==> config.mk <==
export PLATFORM = sky130hd
export DESIGN_NAME = sync_io_interrupt_timer
export DESIGN_NICKNAME = d
export VERILOG_FILES = /design/src/sync_io_pkg.sv /design/src/sync_io_interrupt_timer.sv
export SDC_FILE = /design/constraint.sdc
export NUM_CORES = 1
export LEC_CHECK = 0
export BUFFER_PORTS_ARGS = -buffer_cell sky130_fd_sc_hd__buf_2
export CORE_MARGIN = 10
export CORE_UTILIZATION = 30
export CTS_CLUSTER_DIAMETER = 50
export DETAILED_ROUTE_END_ITERATION = 8
export GPL_ROUTABILITY_DRIVEN = 0
export PLACE_DENSITY_LB_ADDON = 0.08
export SYNTH_ARGS = -nofsm -noshare
export SYNTH_HDL_FRONTEND = slang
export SYNTH_SLANG_ARGS = --single-unit
==> constraint.sdc <==
create_clock -name aclk -period 6.4 [get_ports aclk]
set_input_delay 1.28 -clock aclk [delete_from_list [all_inputs] [get_ports aclk]]
set_output_delay 1.28 -clock aclk [all_outputs]
set_load 0.1 [all_outputs]
==> src/sync_io_pkg.sv <==
// Package with register map, field layout and timing constants
package sync_io_pkg;
  localparam int ADDR_W = 8;
  localparam logic [7:0] OFF_POLARITY = 8'h00;
  localparam logic [7:0] OFF_INPUT_STATE = 8'h04;
  localparam logic [7:0] OFF_SYNC_STATE = 8'h08;
  localparam logic [7:0] OFF_CASC_SELECT = 8'h0c;
  localparam logic [7:0] OFF_DEBOUNCE = 8'h10;
  localparam logic [7:0] OFF_HW_REVISION = 8'h14;
  localparam logic [7:0] OFF_INT_ENABLE = 8'h18;
  localparam logic [7:0] OFF_INT_STATUS = 8'h1c;
  localparam logic [7:0] OFF_TIMER_PRELOAD = 8'h20;
  localparam logic [7:0] OFF_TIMER_REMAIN = 8'h24;
  localparam int NUM_EXT = 6;
  localparam int NUM_REF = 6;
  localparam int NUM_IRQ = 15;
  localparam int POL_SYNC_BIT = 6;
  localparam int POL_CASC_BIT = 7;
  localparam logic [7:0] POLARITY_RESET = 8'hff;
  localparam logic [7:0] DEBOUNCE_RESET = 8'h00;
  localparam logic [14:0] INT_ENABLE_RESET = 15'h0000;
  localparam logic [15:0] TIMER_PRELOAD_RESET = 16'h0000;
  // Arbitrary revision value
  localparam logic [7:0] HW_REVISION = 8'h01;
  localparam int TIMER_PRESCALE = 256;
  localparam logic [7:0] PRESCALE_LAST = 8'(TIMER_PRESCALE - 1);
  localparam int DEBOUNCE_UNIT_DEFAULT = 16384;
  localparam int DEB_W = 22;
  localparam logic [1:0] RESP_OKAY = 2'h0;
  localparam logic [1:0] RESP_SLVERR = 2'h2;
  typedef enum logic [1:0] {
    CASC_OFF,
    CASC_ON,
    CASC_TIMER,
    CASC_SYNC
  } casc_src_e;
endpackage

==> src/sync_io_interrupt_timer.sv <==
// Card control logic: input polarity, cascade, debounce, timer, interrupts
// What this block does
// Polarity bits 0-5 make each external input low-active (0) or high-active
// Polarity bit 6 sets sync input level, bit 7 the cascade output level
// Input state word shows the six inputs as active after polarity
// Cascade source: 0 inactive, 1 active, 2 timer, 3 follows sync
// Host reads the current sync state as one bit
// Debounce preload is an 8-bit value 0 to 255
// A readable hardware revision byte lets software detect features
// All enabled interrupt sources are ORed into one request
// Enable bit 0 timer, bit 1 sync, bits 2-7 inputs 1-6
// Enable bits 8-13 are reference marks of axes 0-2, first even
// Enable bit 14 is the encoder error, bit 15 reserved
// Status bits use the enable layout and show the causing source
// Reading the status word clears all its bits
// Status sets only on a new edge, not a steady active source
// Zero preload stops a running timer at its next zero crossing
// Nonzero preload while stopped starts the timer at once
// Nonzero preload while running takes effect at the next crossing
// Timer period is (preload plus one) times 256 clock cycles
// Host reads the remaining count to the next crossing, 16 bits
// Each zero crossing gives a one-cycle timer event
// Zero debounce passes sync through; else drop-out is value times 16384
// Each sync activation retriggers the delay; drop only after expiry
// A source is captured on inactive-to-active only while enabled
// An edge coinciding with a status read stays set
// Reset clears enables, stops timer, cascade inactive, debounce zero
//
// Implementation choices: the address map and the AXI4-Lite register port.
`timescale 1ns/100ps
module sync_io_interrupt_timer
  import sync_io_pkg::*;
#(
  parameter int DEBOUNCE_UNIT = DEBOUNCE_UNIT_DEFAULT
) (
  input wire logic aclk,
  input wire logic aresetn,
  input wire logic [ADDR_W-1:0] awaddr,
  input wire logic awvalid,
  output logic awready,
  input wire logic [31:0] wdata,
  input wire logic [3:0] wstrb,
  input wire logic wvalid,
  output logic wready,
  output logic [1:0] bresp,
  output logic bvalid,
  input wire logic bready,
  input wire logic [ADDR_W-1:0] araddr,
  input wire logic arvalid,
  output logic arready,
  output logic [31:0] rdata,
  output logic [1:0] rresp,
  output logic rvalid,
  input wire logic rready,
  input wire logic [NUM_EXT-1:0] ext_input,
  input wire logic sync_input,
  input wire logic [NUM_REF-1:0] ref_mark,
  input wire logic encoder_error,
  output logic cascade_output,
  output logic sync_active,
  output logic timer_zero_event,
  output logic irq
);

  logic [7:0] input_polarity_setting;
  casc_src_e cascade_source_select;
  logic [7:0] sync_debounce_preload;
  logic [14:0] interrupt_enable_word;
  logic [14:0] interrupt_status_word;
  logic [15:0] interval_timer_preload;
  logic [15:0] interval_timer_remaining;
  logic [7:0] prescale;
  logic running;
  logic [NUM_EXT-1:0] ext_act;
  logic sync_raw;
  logic [DEB_W-1:0] deb_cnt;
  logic [DEB_W-1:0] deb_load;
  logic [NUM_IRQ-1:0] sources;
  logic [NUM_IRQ-1:0] src_prev;
  logic [NUM_IRQ-1:0] edges;
  logic [ADDR_W-1:0] wr_addr;
  logic [31:0] wr_data;
  logic [3:0] wr_strb;
  logic wr_go;
  logic rd_go;
  logic status_clear;
  logic [31:0] rd_value;
  logic rd_ok;
  logic tmr_wr;
  logic [15:0] tmr_data;
  logic tmr_start;

  function automatic logic sel(input logic [ADDR_W-1:0] a,
                               input logic [7:0] off);
    sel = (a == off);
  endfunction

  function automatic logic [31:0] merge(input logic [31:0] old,
                                        input logic [31:0] nw,
                                        input logic [3:0] strb);
    merge = old;
    for (int i = 0; i < 4; i++) begin
      if (strb[i]) begin
        merge[8*i +: 8] = nw[8*i +: 8];
      end
    end
  endfunction

  // Write channel: address and data taken in either order
  assign wr_go = !awready && !wready && !bvalid;
  assign rd_go = arvalid && arready;

  always_ff @(posedge aclk) begin
    if (!aresetn) begin
      awready <= 1'b1;
      wready <= 1'b1;
      wr_addr <= '0;
      wr_data <= 32'h0;
      wr_strb <= 4'h0;
    end else begin
      if (awvalid && awready) begin
        wr_addr <= awaddr;
        awready <= 1'b0;
      end else if (bvalid && bready) begin
        awready <= 1'b1;
      end
      if (wvalid && wready) begin
        wr_data <= wdata;
        wr_strb <= wstrb;
        wready <= 1'b0;
      end else if (bvalid && bready) begin
        wready <= 1'b1;
      end
    end
  end

  always_ff @(posedge aclk) begin
    if (!aresetn) begin
      bvalid <= 1'b0;
      bresp <= RESP_OKAY;
    end else if (wr_go) begin
      bvalid <= 1'b1;
      if (sel(wr_addr, OFF_POLARITY) || sel(wr_addr, OFF_CASC_SELECT) ||
          sel(wr_addr, OFF_DEBOUNCE) || sel(wr_addr, OFF_INT_ENABLE) ||
          sel(wr_addr, OFF_TIMER_PRELOAD)) begin
        bresp <= RESP_OKAY;
      end else begin
        bresp <= RESP_SLVERR;
      end
    end else if (bvalid && bready) begin
      bvalid <= 1'b0;
    end
  end

  // Read decode
  always_comb begin
    rd_value = 32'h0;
    rd_ok = 1'b1;
    if (sel(araddr, OFF_POLARITY)) begin
      rd_value = {24'h0, input_polarity_setting};
    end else if (sel(araddr, OFF_INPUT_STATE)) begin
      rd_value = {26'h0, ext_act};
    end else if (sel(araddr, OFF_SYNC_STATE)) begin
      rd_value = {31'h0, sync_active};
    end else if (sel(araddr, OFF_CASC_SELECT)) begin
      rd_value = {30'h0, cascade_source_select};
    end else if (sel(araddr, OFF_DEBOUNCE)) begin
      rd_value = {24'h0, sync_debounce_preload};
    end else if (sel(araddr, OFF_HW_REVISION)) begin
      rd_value = {24'h0, HW_REVISION};
    end else if (sel(araddr, OFF_INT_ENABLE)) begin
      rd_value = {17'h0, interrupt_enable_word};
    end else if (sel(araddr, OFF_INT_STATUS)) begin
      rd_value = {17'h0, interrupt_status_word};
    end else if (sel(araddr, OFF_TIMER_PRELOAD)) begin
      rd_value = {16'h0, interval_timer_preload};
    end else if (sel(araddr, OFF_TIMER_REMAIN)) begin
      rd_value = {16'h0, interval_timer_remaining};
    end else begin
      rd_ok = 1'b0;
    end
  end

  always_ff @(posedge aclk) begin
    if (!aresetn) begin
      arready <= 1'b1;
      rvalid <= 1'b0;
      rdata <= 32'h0;
      rresp <= RESP_OKAY;
    end else if (rd_go) begin
      arready <= 1'b0;
      rvalid <= 1'b1;
      rdata <= rd_value;
      rresp <= rd_ok ? RESP_OKAY : RESP_SLVERR;
    end else if (rvalid && rready) begin
      rvalid <= 1'b0;
      arready <= 1'b1;
    end
  end

  // Configuration registers
  always_ff @(posedge aclk) begin
    if (!aresetn) begin
      input_polarity_setting <= POLARITY_RESET;
      cascade_source_select <= CASC_OFF;
      sync_debounce_preload <= DEBOUNCE_RESET;
      interrupt_enable_word <= INT_ENABLE_RESET;
    end else if (wr_go) begin
      if (sel(wr_addr, OFF_POLARITY)) begin
        input_polarity_setting <= 8'(merge({24'h0, input_polarity_setting},
                                           wr_data, wr_strb));
      end else if (sel(wr_addr, OFF_CASC_SELECT)) begin
        cascade_source_select <= casc_src_e'(2'(merge(
          {30'h0, cascade_source_select}, wr_data, wr_strb)));
      end else if (sel(wr_addr, OFF_DEBOUNCE)) begin
        sync_debounce_preload <= 8'(merge({24'h0, sync_debounce_preload},
                                          wr_data, wr_strb));
      end else if (sel(wr_addr, OFF_INT_ENABLE)) begin
        interrupt_enable_word <= 15'(merge({17'h0, interrupt_enable_word},
                                           wr_data, wr_strb));
      end
    end
  end

  // Input sampling with polarity applied
  always_ff @(posedge aclk) begin
    if (!aresetn) begin
      ext_act <= '0;
      sync_raw <= 1'b0;
    end else begin
      ext_act <= ~(ext_input ^ input_polarity_setting[NUM_EXT-1:0]);
      sync_raw <= ~(sync_input ^ input_polarity_setting[POL_SYNC_BIT]);
    end
  end

  // Sync drop-out delay
  assign deb_load = DEB_W'(sync_debounce_preload * DEBOUNCE_UNIT);

  always_ff @(posedge aclk) begin
    if (!aresetn) begin
      deb_cnt <= '0;
      sync_active <= 1'b0;
    end else if (sync_debounce_preload == 8'h00) begin
      deb_cnt <= '0;
      sync_active <= sync_raw;
    end else if (sync_raw) begin
      deb_cnt <= deb_load;
      sync_active <= 1'b1;
    end else if (deb_cnt > DEB_W'(1)) begin
      deb_cnt <= deb_cnt - DEB_W'(1);
    end else begin
      deb_cnt <= '0;
      sync_active <= 1'b0;
    end
  end

  // Interval timer
  assign tmr_wr = wr_go && sel(wr_addr, OFF_TIMER_PRELOAD);
  assign tmr_data = 16'(merge({16'h0, interval_timer_preload}, wr_data,
                              wr_strb));
  assign tmr_start = tmr_wr && !running && (tmr_data != 16'h0000);

  always_ff @(posedge aclk) begin
    if (!aresetn) begin
      interval_timer_preload <= TIMER_PRELOAD_RESET;
      interval_timer_remaining <= 16'h0000;
      prescale <= 8'h00;
      running <= 1'b0;
      timer_zero_event <= 1'b0;
    end else begin
      timer_zero_event <= 1'b0;
      if (tmr_wr) begin
        interval_timer_preload <= tmr_data;
      end
      if (tmr_start) begin
        running <= 1'b1;
        prescale <= 8'h00;
        interval_timer_remaining <= tmr_data;
      end else if (running) begin
        prescale <= prescale + 8'h01;
        if (prescale == PRESCALE_LAST) begin
          if (interval_timer_remaining == 16'h0000) begin
            timer_zero_event <= 1'b1;
            interval_timer_remaining <= interval_timer_preload;
            if (interval_timer_preload == 16'h0000) begin
              running <= 1'b0;
            end
          end else begin
            interval_timer_remaining <= interval_timer_remaining - 16'h0001;
          end
        end
      end
    end
  end

  // Cascade output
  always_ff @(posedge aclk) begin
    if (!aresetn) begin
      cascade_output <= 1'b0;
    end else begin
      case (cascade_source_select)
        CASC_OFF: cascade_output <= !input_polarity_setting[POL_CASC_BIT];
        CASC_ON: cascade_output <= input_polarity_setting[POL_CASC_BIT];
        CASC_TIMER: cascade_output <= ~(timer_zero_event ^
                                        input_polarity_setting[POL_CASC_BIT]);
        default: cascade_output <= ~(sync_active ^
                                     input_polarity_setting[POL_CASC_BIT]);
      endcase
    end
  end

  // Interrupt capture
  assign sources = {encoder_error, ref_mark, ext_act, sync_active,
                    timer_zero_event};
  // Reference marks ordered axis 0 first, second mark on the odd bit
  assign edges = sources & ~src_prev & interrupt_enable_word;
  assign status_clear = rd_go && sel(araddr, OFF_INT_STATUS);

  always_ff @(posedge aclk) begin
    if (!aresetn) begin
      src_prev <= '0;
      interrupt_status_word <= '0;
      irq <= 1'b0;
    end else begin
      src_prev <= sources;
      if (status_clear) begin
        interrupt_status_word <= edges;
      end else begin
        interrupt_status_word <= interrupt_status_word | edges;
      end
      irq <= |interrupt_status_word;
    end
  end

  // Checks
  chk_status_clear: assert property (@(posedge aclk) disable iff (!aresetn)
    status_clear && edges == '0 |=> interrupt_status_word == '0)
    else $error("status not cleared by read");
  chk_set_wins: assert property (@(posedge aclk) disable iff (!aresetn)
    status_clear && edges != '0 |=>
    (interrupt_status_word & $past(edges)) == $past(edges))
    else $error("edge lost on status read");
  chk_enable_gate: assert property (@(posedge aclk) disable iff (!aresetn)
    ##1 (interrupt_status_word & ~$past(interrupt_status_word) &
    ~$past(interrupt_enable_word)) == '0)
    else $error("disabled source set status");
  chk_edge_only: assert property (@(posedge aclk) disable iff (!aresetn)
    ##1 (interrupt_status_word & ~$past(interrupt_status_word) &
    $past(src_prev)) == '0)
    else $error("steady source set status");
  chk_irq_or: assert property (@(posedge aclk) disable iff (!aresetn)
    edges != '0 |=> ##1 irq)
    else $error("irq missing after event");
  chk_timer_stop: assert property (@(posedge aclk) disable iff (!aresetn)
    timer_zero_event && $past(interval_timer_preload) == 16'h0000
    |-> !running)
    else $error("timer ran past zero preload");
  chk_timer_start: assert property (@(posedge aclk) disable iff (!aresetn)
    tmr_start |=> running && prescale == 8'h00 &&
    interval_timer_remaining == $past(tmr_data))
    else $error("timer did not start");
  chk_timer_hold: assert property (@(posedge aclk) disable iff (!aresetn)
    running && !tmr_start && prescale != PRESCALE_LAST |=>
    $stable(interval_timer_remaining))
    else $error("remaining count moved mid step");
  chk_timer_event: assert property (@(posedge aclk) disable iff (!aresetn)
    timer_zero_event |=> !timer_zero_event)
    else $error("timer event longer than a cycle");
  chk_sync_follow: assert property (@(posedge aclk) disable iff (!aresetn)
    sync_debounce_preload == 8'h00 |=> sync_active == $past(sync_raw))
    else $error("sync not passed through");
  chk_sync_hold: assert property (@(posedge aclk) disable iff (!aresetn)
    sync_raw && sync_debounce_preload != 8'h00 |=> sync_active [*2])
    else $error("debounced sync dropped early");
  chk_casc_off: assert property (@(posedge aclk) disable iff (!aresetn)
    cascade_source_select == CASC_OFF |=>
    cascade_output == !$past(input_polarity_setting[POL_CASC_BIT]))
    else $error("cascade not inactive");

  cov_timer_event: cover property (@(posedge aclk) disable iff (!aresetn)
    timer_zero_event);
  cov_status_read: cover property (@(posedge aclk) disable iff (!aresetn)
    status_clear && interrupt_status_word != '0);
  cov_sync_drop: cover property (@(posedge aclk) disable iff (!aresetn)
    sync_debounce_preload != 8'h00 && $fell(sync_active));
  cov_casc_timer: cover property (@(posedge aclk) disable iff (!aresetn)
    cascade_source_select == CASC_TIMER && timer_zero_event);

endmodule // sync_io_interrupt_timer

==> impl_metrics.toml <==
[logic_synthesis]
yosysWarnings = 0
synthFlopType = "dfxtp_1"
seq_area_frac_synth_pct = 42.7
syn_inst = 1019
synth.ff_latch_count = 186
synth.distinct_cells = 73
synthArstFlopShare_pct = 0
syn_avg_cell_area_sq_um = 8.56
syn_area_sq_um = 8720
synth_edf_count = 0

[global_routing]
grt_use_total_pct = 15.5
grt_overflow = 0
grt_pass1_vias = 7325
grt_pass1_wl_um = 43800
grt_max_degree = 73
antenna_found_initial = 0

[timing]
hold_violations = 0
tightest_slew_ns = 0.983
period_share_pct = 53.3
skew_ns = 0.0128
fmax_mhz = 293
setup_viol = 0
relSlewSlack_pct = 34.1
period_minus_slack_ns = 3.41
grt_setup_unrepaired = "false"
tns_ns = 0
maxSlewViolCount = 0

[finish]
fin_util_pct = 34.5
fin_nets = 1144
final_area_sq_um = 9910
area_growth_syn_to_layout_pct = 13.6
n_fill_cell = 3062
antennaDiodeCount = 0
drive_gt1_share_pct = 15.3

[floorplanning]
die_height_um = 191
rows = 62
fp.dieW_um = 191
dieArea_sq_um = 36300
initial_core_util_pct = 30.4
io_pins = 118
coreArea_sq_um = 28700

[route]
vias_per_cell = 5.04
postRouteAntennaNets = 0
avgRoutedWirePerCell_um = 19.2
drt_iter0_markers = 533
wirelength_um = 28200
vias = 7369
drc = 0
drtPass1Iterations = 7

[clock_network]
numCtsBuffers = 17
tritoncts = "built"
root_buffer = "clkbuf_16"
post_cts_resized = 0
postCtsSetupBuffers = 0
cts_hold_buf = 0
htreeDepth = 4
cts_max_path_buffers = 2
path_clk_slew_ns = 0.07
cts_sinks = 186
insertion_delay_ns = 0.44

[worst_setup_path]
path_class = "input pin to register"
cp-start-kind = "input pin"
path_max_fanout = 13
crit_path_end_kind = "register"
arrival_ns = 3.79
critPathRequiredTime_ns = 6.77

[min_path]
hold_class = "register to register"

[placed_design]
port_buffers = 81
hpwl_um = 20000
postPlaceCellArea_sq_um = 9350

[pwr]
power_density_nw_per_um2 = 251
p_leak_nw = 4.09
peakVddDrop_mv = 0.190

[outcome]
status = "finished clean"

[run]
cap_violations = 0
## where the power goes
| part | switching [mW] | internal (mW) | leakage, nW |
|---|---|---|---|
| Clock | 0.479 | 0.549 | 0.270 |
| Combinational | 0.196 | 0.0556 | 2.31 |
| Sequential | 0.0283 | 1.18 | 1.51 |
| Total | 0.703 | 1.79 | 4.09 |
## synthesized netlist by cell type (10+ instances only)
library cell | instances | area share, %
inv_1 | 17 | 0.73
nand4_1 | 12 | 0.86
nor2_1 | 128 | 5.5
buf_2 | 15 | 0.86
a21oi_1 | 73 | 4.2
xnor2_1 | 13 | 1.3
nor4_1 | 17 | 1.2
clkbuf_1 | 34 | 1.5
o21ai_0 | 16 | 0.92
xor2_1 | 28 | 2.8
mux2_2 | 27 | 3.5
buf_4 | 18 | 1.5
o211ai_1 | 15 | 1.3
or4_1 | 10 | 0.86
a31oi_1 | 18 | 1.3
and2_1 | 18 | 1.3
nand2_1 | 128 | 5.5
nand3_1 | 21 | 1.2
a22oi_1 | 11 | 0.95
dfxtp_1 | 186 | 43
nor3_1 | 17 | 0.98
a32oi_1 | 13 | 1.3
mux2i_1 | 49 | 5.6
## cell families after synthesis
logic type      after synthesis  share of synthesized area (%)
other cells                   1                         0.0430
mux                          76                           9.11
flops                       186                           42.7
simple gates                410                           22.8
fa+ha+maj                     5                          0.717
buf+inv                      96                           5.21
xor+xnor                     41                           4.12
compound gates              204                           15.3
## flip-flops by register name (all words and copies together) (netlist names), 2 cells and up
name                      cells
deb_cnt                      22
interval_timer_preload       16
interval_timer_remaining     16
rdata                        16
wr_data                      16
interrupt_enable_word        15
interrupt_status_word        15
src_prev                     15
input_polarity_setting        8
prescale                      8
sync_debounce_preload         8
wr_addr                       8
ext_act                       6
cascade_source_select         2
wr_strb                       2
## cell type report
type	instances	area, sq um	area share (%)
Tap cell	384	480	4.85
Inverter	19	73.8	0.745
Timing Repair Buffer	88	458	4.62
Sequential cell	186	3720	37.6
Multi-Input combinational cell	754	4610	46.5
Clock inverter	13	120	1.21
Clock buffer	19	443	4.47
## layer usage
metal	routed length, um	part of all wire, %	GRT usage (%)
met1	13700	49	20.9
met2	13200	47	24.8
met3	954	3.4	2.80
met4	305	1.1	4.63
met5	0	0	0
## worst max-delay path: stages
cell and delay (ns):
buf_2 0.09, or4_1 0.76, nor3_2 0.89, a22oi_1 0.34, and3_1 0.28, a21oi_1 0.14
## cell usage in the layout, fill, tap and decap left out, types with 17 or more instances in the layout
master and count:
nor2_1 128, mux2i_1 49, nor4_1 17, a21oi_1 73, xor2_1 28, nand3_1 21, conb_1 18, mux2_2 27
inv_1 17, a31oi_1 18, nand2_1 128, nor3_1 17, buf_2 81, dfxtp_1 186, and2_1 18, clkbuf_16 17
## worst paths after layout
| check | to | from | slack, ns | cells after the start |
|---|---|---|---|---|
| min | rdata[10] | rdata[10] | 0.45 | 2 |
| max reg2reg | timer_zero_event | bvalid | 3.15 | 5 |
| min reg2reg | rdata[10] | rdata[10] | 0.45 | 2 |
| max | rdata[2] | araddr[7] | 2.99 | 6 |
## per-stage QoR
| step | setup WS [ns] | instances | hold slack [ns] | power, mW |
|---|---|---|---|---|
| floorplan | 3.45 | 1036 | 0.442 | 1.43 |
| global placement | 2.61 | 1431 | 0.444 | 1.49 |
| detailed placement | 2.60 | 1431 | 0.444 | 1.49 |
| CTS | 3.07 | 1463 | 0.454 | 2.53 |
| global route | 2.85 | 1463 | 0.475 | 2.59 |
| finish | 2.99 | 1463 | 0.452 | 2.49 |
(Power assumes the default switching activity.)
